## config.mk

```make
export PLATFORM = sky130hd
export DESIGN_NAME = adcs_sequencer
export DESIGN_NICKNAME = d
export VERILOG_FILES = /design/src/adcs_pkg.sv /design/src/adcs_clk_div.sv /design/src/adcs_sequencer.sv
export VERILOG_INCLUDE_DIRS = /design/src
export SDC_FILE = /design/constraint.sdc
export NUM_CORES = 1
export LEC_CHECK = 0
export BUFFER_PORTS_ARGS = -buffer_cell sky130_fd_sc_hd__buf_2
export CORE_UTILIZATION = 33
export CTS_BUF_LIST = sky130_fd_sc_hd__clkbuf_16
export CTS_CLUSTER_SIZE = 14
export DETAILED_ROUTE_END_ITERATION = 12
export SLEW_MARGIN = 20
export SYNTH_ARGS = -nofsm -noshare
export SYNTH_HDL_FRONTEND = slang
export SYNTH_SLANG_ARGS = --single-unit
```

## constraint.sdc

```tcl
create_clock -name mclk -period 5.1 [get_ports mclk]
set_input_delay 1.02 -clock mclk [delete_from_list [all_inputs] [get_ports mclk]]
set_output_delay 1.02 -clock mclk [all_outputs]
set_load 0.01 [all_outputs]
```

## src/adcs_defines.svh

```systemverilog
/*
  Register offsets, field positions, reset values and phase counts of the
  conversion sequencer. Included by bare name; definitions only.
*/
`ifndef ADCS_DEFINES_SVH
`define ADCS_DEFINES_SVH

`define ADCS_OFS_CTRL0 6'h00
`define ADCS_OFS_CTRL1 6'h04
`define ADCS_OFS_CTRL2 6'h08
`define ADCS_OFS_RES_HI 6'h0C
`define ADCS_OFS_RES_LO 6'h10
`define ADCS_OFS_IRQ_STAT 6'h14
`define ADCS_OFS_IRQ_CLR 6'h18
`define ADCS_OFS_IRQ_EN 6'h1C

`define ADCS_C0_START 0
`define ADCS_C0_POWER 1
`define ADCS_C0_BUSY 2
`define ADCS_C0_CH_LSB 4
`define ADCS_C1_DIV_LSB 0
`define ADCS_C1_FMT 3
`define ADCS_C1_SRC_LSB 4
`define ADCS_C2_REF_LSB 0
`define ADCS_C2_GIE 4
`define ADCS_IRQ_DONE 0

`define ADCS_RST_CTRL0 8'h00
`define ADCS_RST_CTRL1 8'h00
`define ADCS_RST_CTRL2 8'h00

`define ADCS_SAMPLE_TICKS 4'h4
`define ADCS_CONVERT_TICKS 4'hC

`endif

```

## src/adcs_pkg.sv

```systemverilog
/*
  Types shared by the conversion sequencer files.
  Assumes nothing of its surroundings.
*/
package adcs_pkg;

  typedef enum logic [1:0] {
    ADCS_IDLE = 2'b00,
    ADCS_SAMPLE = 2'b01,
    ADCS_CONVERT = 2'b10
  } adcs_state_t;

  typedef enum logic [2:0] {
    ADCS_INT_NONE = 3'b000,
    ADCS_INT_VDD = 3'b001,
    ADCS_INT_VDD_2 = 3'b010,
    ADCS_INT_VDD_4 = 3'b011,
    ADCS_INT_PGA = 3'b100,
    ADCS_INT_PGA_2 = 3'b101,
    ADCS_INT_PGA_4 = 3'b110,
    ADCS_INT_VSS = 3'b111
  } adcs_int_src_t;

  typedef struct packed {
    logic [2:0] conv_clk_div_sel;
    logic result_format_sel;
    logic [3:0] input_source_sel;
    logic [3:0] ext_channel_sel;
    logic [1:0] reference_sel;
    logic conv_power_en;
    logic global_irq_en;
  } adcs_cfg_t;

  typedef struct packed {
    logic ext_connect;
    logic [3:0] ext_channel;
    adcs_int_src_t int_src;
    logic [1:0] reference;
  } adcs_mux_t;

endpackage

```

## src/adcs_clk_div.sv

```systemverilog
/*
  Converter clock divider: one-cycle tick every 1..128 system clocks.
  Assumes run is low between conversions so each one starts aligned.
*/
`timescale 1ns/100ps
module adcs_clk_div (
  // Clock and reset
  input wire logic mclk,
  input wire logic nrst,
  // Control
  input wire logic run,
  input wire logic [2:0] div_sel,
  // Tick
  output logic tick
);

  logic [6:0] cnt_r;
  logic [6:0] cnt_nxt;
  logic [6:0] last;

  always_comb begin
    last = 7'((8'h01 << div_sel) - 8'h01);
    tick = run && (cnt_r == last);
    if (!run || tick) begin
      cnt_nxt = 7'h00;
    end else begin
      cnt_nxt = cnt_r + 7'h01;
    end
  end

  always_ff @(posedge mclk or negedge nrst) begin
    if (!nrst) begin
      cnt_r <= 7'h00;
    end else begin
      cnt_r <= cnt_nxt;
    end
  end

endmodule

```

## src/adcs_sequencer.sv

```systemverilog
/*
  Conversion sequencer around a 12-bit converter core: Avalon-MM register
  slave, start detection, sample and convert phases, input and reference
  selection, result formatting and completion interrupt.
  Assumes the core holds core_result stable from the end of the convert
  phase request until core_convert falls; it is synchronised anyway.
*/
// How it works
// - 4 sample ticks then 12 convert ticks
// - Start bit low-high-low begins a conversion
// - Busy high during conversion, low after
// - Result readable from two byte registers
// - Conversion runs alone; bus stays free
// - Result is 12 bits; full scale FFF
// - Source 0000, 0100, 11xx: external channel
// - Internal sources disconnect the external path
// - Power bit low turns converter off
// - Format bit arranges result across bytes
// - Reference field chooses converter reference
// - Interrupt needs global and converter enables
// - Divider codes 000-111 give /1 to /128
// - Conversion end sets interrupt request flag
// - Busy set once start pulse is accepted
`timescale 1ns/100ps
`include "adcs_defines.svh"
module adcs_sequencer (
  // Clock and reset
  input wire logic mclk,
  input wire logic nrst,
  // Avalon-MM slave
  input wire logic [5:0] avs_address,
  input wire logic avs_read,
  input wire logic avs_write,
  input wire logic [31:0] avs_writedata,
  output logic [31:0] avs_readdata,
  output logic avs_waitrequest,
  // Converter core
  input wire logic [11:0] core_result,
  output logic core_power_en,
  output logic core_sample,
  output logic core_convert,
  output adcs_pkg::adcs_mux_t core_mux,
  // Interrupt
  output logic irq
);

  // Bus slave
  logic wait_r;
  logic wait_nxt;
  logic [31:0] rdata_r;
  logic [31:0] rdata_nxt;
  logic wr_take;
  logic req_new;

  // Configuration
  adcs_pkg::adcs_cfg_t cfg_r;
  adcs_pkg::adcs_cfg_t cfg_nxt;
  logic start_r;
  logic start_nxt;

  // Sequencer
  adcs_pkg::adcs_state_t state_r;
  adcs_pkg::adcs_state_t state_nxt;
  logic [3:0] tick_cnt_r;
  logic [3:0] tick_cnt_nxt;
  logic busy_r;
  logic busy_nxt;
  logic [11:0] result_r;
  logic [11:0] result_nxt;
  logic conv_tick;
  logic div_run;
  logic start_go;
  logic start_abort;
  logic conv_done;

  // Core result synchroniser
  logic [11:0] res_s1_r;
  logic [11:0] res_s2_r;

  // Interrupt
  logic irq_stat_r;
  logic irq_stat_nxt;
  logic irq_en_r;
  logic irq_en_nxt;
  logic irq_r;
  logic irq_nxt;

  // Core outputs
  logic power_r;
  logic sample_r;
  logic convert_r;
  adcs_pkg::adcs_mux_t mux_r;
  adcs_pkg::adcs_mux_t mux_nxt;

  assign avs_waitrequest = wait_r;
  assign avs_readdata = rdata_r;
  assign core_power_en = power_r;
  assign core_sample = sample_r;
  assign core_convert = convert_r;
  assign core_mux = mux_r;
  assign irq = irq_r;

  // Divider counts only while a conversion runs so ticks start aligned
  assign div_run = (state_r != adcs_pkg::ADCS_IDLE);

  adcs_clk_div u_div (
    .mclk(mclk),
    .nrst(nrst),
    .run(div_run),
    .div_sel(cfg_r.conv_clk_div_sel),
    .tick(conv_tick)
  );

  // One wait cycle per request, then the transfer completes
  always_comb begin
    req_new = (avs_read || avs_write) && wait_r;
    wait_nxt = !req_new;
    wr_take = avs_write && !wait_r;
    rdata_nxt = rdata_r;
    if (req_new && avs_read) begin
      rdata_nxt = 32'h0000_0000;
      unique case (avs_address)
        `ADCS_OFS_CTRL0: begin
          rdata_nxt[`ADCS_C0_START] = start_r;
          rdata_nxt[`ADCS_C0_POWER] = cfg_r.conv_power_en;
          rdata_nxt[`ADCS_C0_BUSY] = busy_r;
          rdata_nxt[`ADCS_C0_CH_LSB +: 4] = cfg_r.ext_channel_sel;
        end
        `ADCS_OFS_CTRL1: begin
          rdata_nxt[`ADCS_C1_DIV_LSB +: 3] = cfg_r.conv_clk_div_sel;
          rdata_nxt[`ADCS_C1_FMT] = cfg_r.result_format_sel;
          rdata_nxt[`ADCS_C1_SRC_LSB +: 4] = cfg_r.input_source_sel;
        end
        `ADCS_OFS_CTRL2: begin
          rdata_nxt[`ADCS_C2_REF_LSB +: 2] = cfg_r.reference_sel;
          rdata_nxt[`ADCS_C2_GIE] = cfg_r.global_irq_en;
        end
        `ADCS_OFS_RES_HI: begin
          if (cfg_r.result_format_sel) begin
            rdata_nxt[7:0] = {4'h0, result_r[11:8]};
          end else begin
            rdata_nxt[7:0] = result_r[11:4];
          end
        end
        `ADCS_OFS_RES_LO: begin
          if (cfg_r.result_format_sel) begin
            rdata_nxt[7:0] = result_r[7:0];
          end else begin
            rdata_nxt[7:0] = {result_r[3:0], 4'h0};
          end
        end
        `ADCS_OFS_IRQ_STAT: begin
          rdata_nxt[`ADCS_IRQ_DONE] = irq_stat_r;
        end
        `ADCS_OFS_IRQ_EN: begin
          rdata_nxt[`ADCS_IRQ_DONE] = irq_en_r;
        end
        default: begin
          rdata_nxt = 32'h0000_0000;
        end
      endcase
    end
  end

  always_ff @(posedge mclk or negedge nrst) begin
    if (!nrst) begin
      wait_r <= 1'b1;
      rdata_r <= 32'h0000_0000;
    end else begin
      wait_r <= wait_nxt;
      rdata_r <= rdata_nxt;
    end
  end

  // Register writes
  always_comb begin
    cfg_nxt = cfg_r;
    start_nxt = start_r;
    irq_en_nxt = irq_en_r;
    if (wr_take) begin
      unique case (avs_address)
        `ADCS_OFS_CTRL0: begin
          start_nxt = avs_writedata[`ADCS_C0_START];
          cfg_nxt.conv_power_en = avs_writedata[`ADCS_C0_POWER];
          cfg_nxt.ext_channel_sel = avs_writedata[`ADCS_C0_CH_LSB +: 4];
        end
        `ADCS_OFS_CTRL1: begin
          cfg_nxt.conv_clk_div_sel = avs_writedata[`ADCS_C1_DIV_LSB +: 3];
          cfg_nxt.result_format_sel = avs_writedata[`ADCS_C1_FMT];
          cfg_nxt.input_source_sel = avs_writedata[`ADCS_C1_SRC_LSB +: 4];
        end
        `ADCS_OFS_CTRL2: begin
          cfg_nxt.reference_sel = avs_writedata[`ADCS_C2_REF_LSB +: 2];
          cfg_nxt.global_irq_en = avs_writedata[`ADCS_C2_GIE];
        end
        `ADCS_OFS_IRQ_EN: begin
          irq_en_nxt = avs_writedata[`ADCS_IRQ_DONE];
        end
        default: begin
          cfg_nxt = cfg_r;
        end
      endcase
    end
  end

  always_ff @(posedge mclk or negedge nrst) begin
    if (!nrst) begin
      cfg_r <= '0;
      start_r <= 1'b0;
      irq_en_r <= 1'b0;
    end else begin
      cfg_r <= cfg_nxt;
      start_r <= start_nxt;
      irq_en_r <= irq_en_nxt;
    end
  end

  // Result word crosses from the analogue core through two flops
  always_ff @(posedge mclk or negedge nrst) begin
    if (!nrst) begin
      res_s1_r <= 12'h000;
      res_s2_r <= 12'h000;
    end else begin
      res_s1_r <= core_result;
      res_s2_r <= res_s1_r;
    end
  end

  // Sequencer: rising start resets, falling start launches
  always_comb begin
    start_abort = start_nxt && !start_r;
    start_go = !start_nxt && start_r && cfg_r.conv_power_en;
    conv_done = 1'b0;
    state_nxt = state_r;
    tick_cnt_nxt = tick_cnt_r;
    busy_nxt = busy_r;
    result_nxt = result_r;
    // The sequence needs no bus traffic once launched
    unique case (state_r)
      adcs_pkg::ADCS_IDLE: begin
        if (start_go) begin
          state_nxt = adcs_pkg::ADCS_SAMPLE;
          tick_cnt_nxt = 4'h0;
          busy_nxt = 1'b1;
        end
      end
      adcs_pkg::ADCS_SAMPLE: begin
        if (conv_tick) begin
          if (tick_cnt_r == `ADCS_SAMPLE_TICKS - 4'h1) begin
            state_nxt = adcs_pkg::ADCS_CONVERT;
            tick_cnt_nxt = 4'h0;
          end else begin
            tick_cnt_nxt = tick_cnt_r + 4'h1;
          end
        end
      end
      adcs_pkg::ADCS_CONVERT: begin
        if (conv_tick) begin
          if (tick_cnt_r == `ADCS_CONVERT_TICKS - 4'h1) begin
            state_nxt = adcs_pkg::ADCS_IDLE;
            tick_cnt_nxt = 4'h0;
            busy_nxt = 1'b0;
            result_nxt = res_s2_r;
            conv_done = 1'b1;
          end else begin
            tick_cnt_nxt = tick_cnt_r + 4'h1;
          end
        end
      end
      default: begin
        state_nxt = adcs_pkg::ADCS_IDLE;
      end
    endcase
    // Power off or a fresh start edge abandons the running conversion
    if (!cfg_nxt.conv_power_en || start_abort) begin
      state_nxt = adcs_pkg::ADCS_IDLE;
      tick_cnt_nxt = 4'h0;
      busy_nxt = 1'b0;
      result_nxt = result_r;
      conv_done = 1'b0;
    end
  end

  always_ff @(posedge mclk or negedge nrst) begin
    if (!nrst) begin
      state_r <= adcs_pkg::ADCS_IDLE;
      tick_cnt_r <= 4'h0;
      busy_r <= 1'b0;
      result_r <= 12'h000;
    end else begin
      state_r <= state_nxt;
      tick_cnt_r <= tick_cnt_nxt;
      busy_r <= busy_nxt;
      result_r <= result_nxt;
    end
  end

  // Interrupt: a completion in the clearing cycle still sets the flag
  always_comb begin
    irq_stat_nxt = irq_stat_r;
    if (wr_take && (avs_address == `ADCS_OFS_IRQ_CLR) &&
        avs_writedata[`ADCS_IRQ_DONE]) begin
      irq_stat_nxt = 1'b0;
    end
    if (conv_done) begin
      irq_stat_nxt = 1'b1;
    end
    irq_nxt = irq_stat_nxt && irq_en_nxt && cfg_nxt.global_irq_en;
  end

  always_ff @(posedge mclk or negedge nrst) begin
    if (!nrst) begin
      irq_stat_r <= 1'b0;
      irq_r <= 1'b0;
    end else begin
      irq_stat_r <= irq_stat_nxt;
      irq_r <= irq_nxt;
    end
  end

  // Input path and reference decode
  always_comb begin
    mux_nxt.ext_channel = cfg_nxt.ext_channel_sel;
    mux_nxt.reference = cfg_nxt.reference_sel;
    mux_nxt.ext_connect = 1'b0;
    mux_nxt.int_src = adcs_pkg::ADCS_INT_NONE;
    unique casez (cfg_nxt.input_source_sel)
      4'b0000, 4'b0100, 4'b11??: begin
        mux_nxt.ext_connect = 1'b1;
      end
      4'b0001: begin
        mux_nxt.int_src = adcs_pkg::ADCS_INT_VDD;
      end
      4'b0010: begin
        mux_nxt.int_src = adcs_pkg::ADCS_INT_VDD_2;
      end
      4'b0011: begin
        mux_nxt.int_src = adcs_pkg::ADCS_INT_VDD_4;
      end
      4'b0101: begin
        mux_nxt.int_src = adcs_pkg::ADCS_INT_PGA;
      end
      4'b0110: begin
        mux_nxt.int_src = adcs_pkg::ADCS_INT_PGA_2;
      end
      4'b0111: begin
        mux_nxt.int_src = adcs_pkg::ADCS_INT_PGA_4;
      end
      4'b10??: begin
        mux_nxt.int_src = adcs_pkg::ADCS_INT_VSS;
      end
    endcase
  end

  always_ff @(posedge mclk or negedge nrst) begin
    if (!nrst) begin
      mux_r <= '0;
      power_r <= 1'b0;
      sample_r <= 1'b0;
      convert_r <= 1'b0;
    end else begin
      mux_r <= mux_nxt;
      power_r <= cfg_nxt.conv_power_en;
      sample_r <= (state_nxt == adcs_pkg::ADCS_SAMPLE);
      convert_r <= (state_nxt == adcs_pkg::ADCS_CONVERT);
    end
  end

endmodule

```

==> results of run 1 <==
synthesized netlist by cell type, drive strengths merged, types with 2 or more instances:
cell,number
xnor2,6
nor4,3
a22o,4
xor2,3
nor3,4
inv,13
a311oi,2
nand4,4
and3,8
a22oi,3
a31oi,7
and2,3
mux2i,10
dfrtp,84
o22ai,4
a21oi,8
o21ai,18
a211o,2
ha,7
nand3,12
clkbuf,8
a222oi,3
nand2,35
buf,37
a21boi,3
nor3b,2
mux2,31
nor2,19
or2,3
nor2b,4
o211ai,3
nand2b,4
flip-flops by register name, indices dropped and copies added (netlist names), 2 cells and up:
register	count
avs_readdata	8
cfg_r	9
core_mux	10
res_s1_r	12
res_s2_r	12
result_r	12
state_r	2
tick_cnt_r	4
u_div.cnt_r	7
logic make-up (layout without fill, tap and decap cells):
kind of cell	count (synthesis)	count (layout)
xor gates and xnor gates	9	9
and+or+nand+nor	107	107
buffers and inverters	58	81
DFF	85	85
other	1	24
muxes	41	41
AOI/OAI and AO/OA	67	67
adders and majority gates	7	7
final timing paths:
kind	slack, ns	startpoint	depth (start not counted)	end
min in group asynchronous	0.73	nrst	1	res_s1_r[10]
setup / recovery	1.49	avs_address[5]	6	result_r[7]
max in group asynchronous	3.88	nrst	1	cfg_r[0]
hold reg to reg	0.34	res_s1_r[8]	0	res_s2_r[8]
setup reg to reg	1.67	cfg_r[14]	9	result_r[7]
hold / removal	0.34	res_s1_r[8]	0	res_s2_r[8]
layer usage:
metal	vias up	global-route usage [%]
met5	-	0
met4	0	5.71
met3	10	2.28
met2	93	20.5
met1	1403	19.8
li1	1354	-
per-stage QoR:
stage,cells,worst slack (ns)
after floorplan,398,1.67
after global placement,573,1.19
after detailed placement,573,1.17
after CTS,589,1.51
after global routing,589,1.30
final,589,1.49
cell type report:
| class | instances | area, um^2 | share of cell area (%) |
|---|---|---|---|
| flip-flops and latches | 85 | 2130 | 45.2 |
| multi-input cells | 255 | 1780 | 37.9 |
| repair buffers | 52 | 267 | 5.66 |
| clock buffers | 9 | 225 | 4.78 |
| well taps | 168 | 210 | 4.46 |
| clock inverters | 7 | 48.8 | 1.04 |
| inverters | 13 | 48.8 | 1.04 |
power by group:
group	switching (mW)	leakage (nW)	internal, mW
clock network	0.268	0.132	0.331
registers	0.0545	1.11	0.733
logic	0.180	1.04	0.128
total	0.502	2.28	1.19
worst max-delay path, cell delays in order:
cell and delay (ns):
buf_2 0.11, or4_4 0.58, nor4b_4 0.59, mux2i_1 0.66
nand4_4 0.44, mux2_4 0.42
==> impl_metrics.py, run 1 <==
metrics = {
    "drt": {
        "wl_met1_um": 4250,
        "routed.top_layer": "met4",
        "drt_iter0_drc": 180,
        "route.met2.wl_um": 3700,
        "wl_met3_um": 432,
        "wl_per_cell_um": 14.4,
        "routed_wirelength_um": 8510,
        "drc_errors": 0,
        "dr.pass1.iters": 4,
        "final_antenna_net_count": 0,
        "vias_per_cell": 4.86,
        "num_vias": 2860,
    },
    "synthesis": {
        "synthAdderAreaFrac_pct": 2.09,
        "ys.flop_type": "dfrtp_1",
        "synth_cells": 375,
        "yosysWarnings": 0,
        "synth_edf_count": 0,
        "ys_seq_area_share_pct": 50.9,
        "synth_top_area_share_pct": 50.3,
        "synth_simple_gate_area_share_pct": 13.8,
        "synth_area_mm2": 0.00418,
        "synth.distinct_cells": 59,
        "synth.area.top_cells": "dfrtp_1, mux2_2, buf_4",
        "synth.ff_latch_count": 85,
        "synthMuxAreaShare_pct": 11.5,
        "synth_compound_area_share_pct": 11.2,
        "synth-xor-area-share_pct": 1.89,
        "synth-async-reset-ratio_pct": 100,
        "synth_top_family_by_area": "simple AND/OR/NAND/NOR gates",
        "yosysTopAreaCell": "dfrtp_1",
        "avgSynthCellArea_um2": 11.2,
    },
    "place": {
        "gp_congestion": 0.810,
        "portBuffers": 52,
        "place_area_mm2": 0.00443,
        "hpwl_um": 6210,
    },
    "timing": {
        "timing.fmax_ghz": 0.277,
        "post-route-period-util_pct": 70.8,
        "max-slew-margin-rel_pct": 51.2,
        "tightestPinTransition_ns": 0.731,
        "setup_tns_ns": 0,
        "min_period_ns": 3.61,
        "skew_ns": 0.0101,
        "rsz0062_at_grt": "false",
        "final-hold-violation-count": 0,
        "hold_slack_ns": 0.341,
        "setup_violations": 0,
        "drv_slew": 0,
    },
    "worst_setup_path": {
        "setup.worst_path.start_class": "primary input",
        "path_class": "in -> reg",
        "crit_path_end_kind": "flip-flop",
        "critPathRequiredTime_ns": 5.32,
        "crit_path_max_fanout": 14,
        "critPathArrivalTime_ns": 3.83,
    },
    "floorplan": {
        "start_util_pct": 34.4,
        "io_pins": 101,
        "die_area_mm2": 0.0131,
        "fp-row-count": 40,
        "coreArea_mm2": 0.0122,
        "die_x_um": 115,
        "die_h_um": 115,
    },
    "cts": {
        "root_buffer": "clkbuf_16",
        "cts_buffers": 9,
        "path_clk_slew_ns": 0.07,
        "cts_setup_buffers": 0,
        "cts_resized": 0,
        "h-tree-depth": 3,
        "clock-sinks": 85,
        "cts_max_path_buffers": 2,
        "cts_tree": "built",
        "holdBufCountCts": 0,
        "clkLatencyLatePin_ns": 0.34,
    },
    "grt": {
        "grt_max_degree": 86,
        "grt_pass1_wl_um": 13800,
        "grt_pass1_vias": 2729,
        "antenna_found_initial": 0,
        "grt_use_total_pct": 13.8,
        "grt_overflow_total": 0,
    },
    "hold_path": {
        "min_path_type": "reg -> reg",
    },
    "run": {
        "maxCapViolations": 0,
    },
    "final_layout": {
        "drive_gt1_share_pct": 26.1,
        "final_cell_mix": "dfrtp_1, buf_2, nand2_1",
        "layout.nets": 477,
        "insertedDiodeCount": 0,
        "final_common_cell": "dfrtp_1",
        "areaGrowthSynthToFinish_pct": 12.7,
        "postLayoutCellArea_mm2": 0.00471,
        "final_core_util_pct": 38.7,
        "fillers": 1192,
    },
    "pwr": {
        "p_total_mw": 1.69,
        "powerDensity_mw_per_mm2": 360,
        "p_leak_nw": 2.28,
        "ir_drop_v": 0.000185,
    },
    "run_status": {
        "status": "completed",
    },
}
No activity file was read; power rests on OpenSTA's default activity.
==> inputs of run 2 (changes only) <==
Clock period 5.1 ns to 3.65 ns, I/O delays scaled along.
==> run 2 against run 1 <==
Clock skew down 0.0039 ns; count of clock-buffer cells in the layout is the same; first-iteration DRC count down 20%; register-to-register slack worse by 1.3 ns; combinational power increased by 44%; highest routed layer unchanged; final area is 1.6% higher; sequential cell count did not move; largest power group unchanged; global-route usage is 0.19 points higher; utilization grew 0.62 points.
==> impl_metrics.py, run 2 (same netlist as run 1, synthesis figures left out) <==
metrics = {
    "place": {
        "portBuffers": 52,
        "place_area_mm2": 0.00448,
        "gp_congestion": 0.810,
        "hpwl_um": 6280,
    },
    "cts": {
        "cts_tree": "built",
        "cts_setup_buffers": 0,
        "holdBufCountCts": 0,
        "cts_buffers": 9,
        "clkLatencyLatePin_ns": 0.34,
        "cts_max_path_buffers": 2,
        "clock-sinks": 85,
        "h-tree-depth": 3,
        "path_clk_slew_ns": 0.06,
        "root_buffer": "clkbuf_16",
        "cts_resized": 0,
    },
    "worst_setup_path": {
        "path_class": "reg -> reg",
        "setup.worst_path.start_class": "flip-flop",
        "critPathRequiredTime_ns": 3.88,
        "critPathArrivalTime_ns": 3.54,
        "crit_path_max_fanout": 14,
        "crit_path_end_kind": "flip-flop",
    },
    "floorplan": {
        "die_area_mm2": 0.0131,
        "coreArea_mm2": 0.0122,
        "start_util_pct": 34.4,
        "die_x_um": 115,
        "io_pins": 101,
        "die_h_um": 115,
        "fp-row-count": 40,
    },
    "final_layout": {
        "final_core_util_pct": 39.4,
        "multi_input_area_mm2": 0.00178,
        "drive_gt1_share_pct": 27.4,
        "areaGrowthSynthToFinish_pct": 14.5,
        "fillers": 1182,
        "reg_top3": "res_s1_r: 12 flops, res_s2_r: 12 flops, result_r: 12 flops",
        "final_cell_mix": "dfrtp_1, buf_2, nand2_1",
        "layout.nets": 483,
        "final_common_cell": "dfrtp_1",
        "insertedDiodeCount": 0,
        "postLayoutCellArea_mm2": 0.00479,
        "seq_area_mm2": 0.00213,
    },
    "drt": {
        "num_vias": 2877,
        "wl_met1_um": 4170,
        "wl_met3_um": 417,
        "routed.top_layer": "met4",
        "routed_wirelength_um": 8470,
        "final_antenna_net_count": 0,
        "route.met2.wl_um": 3720,
        "dr.pass1.iters": 5,
        "wl_per_cell_um": 14.2,
        "drt_iter0_drc": 144,
        "drc_errors": 0,
        "vias_per_cell": 4.84,
    },
    "hold_path": {
        "min_path_type": "reg -> reg",
    },
    "timing": {
        "timing.fmax_ghz": 0.301,
        "post-route-period-util_pct": 90.9,
        "skew_ns": 0.00616,
        "rsz0062_at_grt": "false",
        "final-hold-violation-count": 0,
        "setup_violations": 0,
        "max-slew-margin-rel_pct": 50.3,
        "min_period_ns": 3.32,
        "tightestPinTransition_ns": 0.746,
        "setup_tns_ns": 0,
        "drv_slew": 0,
    },
    "grt": {
        "grt_max_degree": 86,
        "antenna_found_initial": 0,
        "grt_overflow_total": 0,
        "grt_pass1_wl_um": 14000,
        "grt_pass1_vias": 2738,
        "grt_use_total_pct": 13.9,
    },
    "pwr": {
        "ir_drop_v": 0.000264,
        "powerDensity_mw_per_mm2": 515,
        "p_leak_nw": 2.32,
    },
    "run_status": {
        "status": "completed",
    },
    "run": {
        "maxCapViolations": 0,
    },
}
-- run 2: cell count changes in the layout (fill, tap and decap cells not counted), sizes merged --
cell      delta
bufinv       +1
clkinv       +1
buf          +6
clkinvlp     -2
-- run 2: layout make-up --
class	instances	area share (%)
Sequential cell	85	44.5
Timing Repair Buffer	58	6.51
Clock buffer	9	4.70
Clock inverter	7	1.65
Inverter	13	1.02
Tap cell	168	4.39
Multi-Input combinational cell	255	37.3
-- run 2: power by group --
group	leakage [nW]	switching, mW	internal (mW)
clock	0.152	0.390	0.541
sequential	1.11	0.0681	1.02
combinational	1.07	0.259	0.185
-- run 2: stage by stage --
step                      setup WS, ns  power [mW]  instances  hold slack [ns]
after detailed placement         0.367        1.55        579            0.336
after global routing             0.102        2.60        595            0.356
after floorplan                  0.511        1.44        398            0.331
after global placement           0.408        1.54        579            0.334
after CTS                        0.339        2.49        595            0.350
final                            0.331        2.47        595            0.349
-- run 2: critical path, stage by stage, from the launching register on --
cell	delay [ns]
dfrtp_1	0.55
inv_1	0.10
nand2_1	0.08
ha_1	0.31
xor2_1	0.25
mux2_4	0.33
a211o_1	0.30
a311oi_2	0.48
nand4_4	0.37
mux2_4	0.41
-- run 2: layer usage --
layer,global-route usage (%),vias to the layer above
met1,19.7,1412
met5,0,-
li1,-,1371
met2,20.7,83
met3,2.38,11
met4,6.67,0
-- run 2: path summary, 6_finish.rpt --
kind                              startpoint              to  slack [ns]  depth (start not counted)
worst max-delay path               cfg_r[13]     result_r[8]        0.33                          9
worst min-delay path            res_s1_r[11]    res_s2_r[11]        0.35                          0
worst max register to register     cfg_r[13]     result_r[8]        0.33                          9
worst min register to register  res_s1_r[11]    res_s2_r[11]        0.35                          0
max in group asynchronous               nrst  u_div.cnt_r[0]        2.71                          1
min in group asynchronous               nrst    result_r[10]        0.44                          1
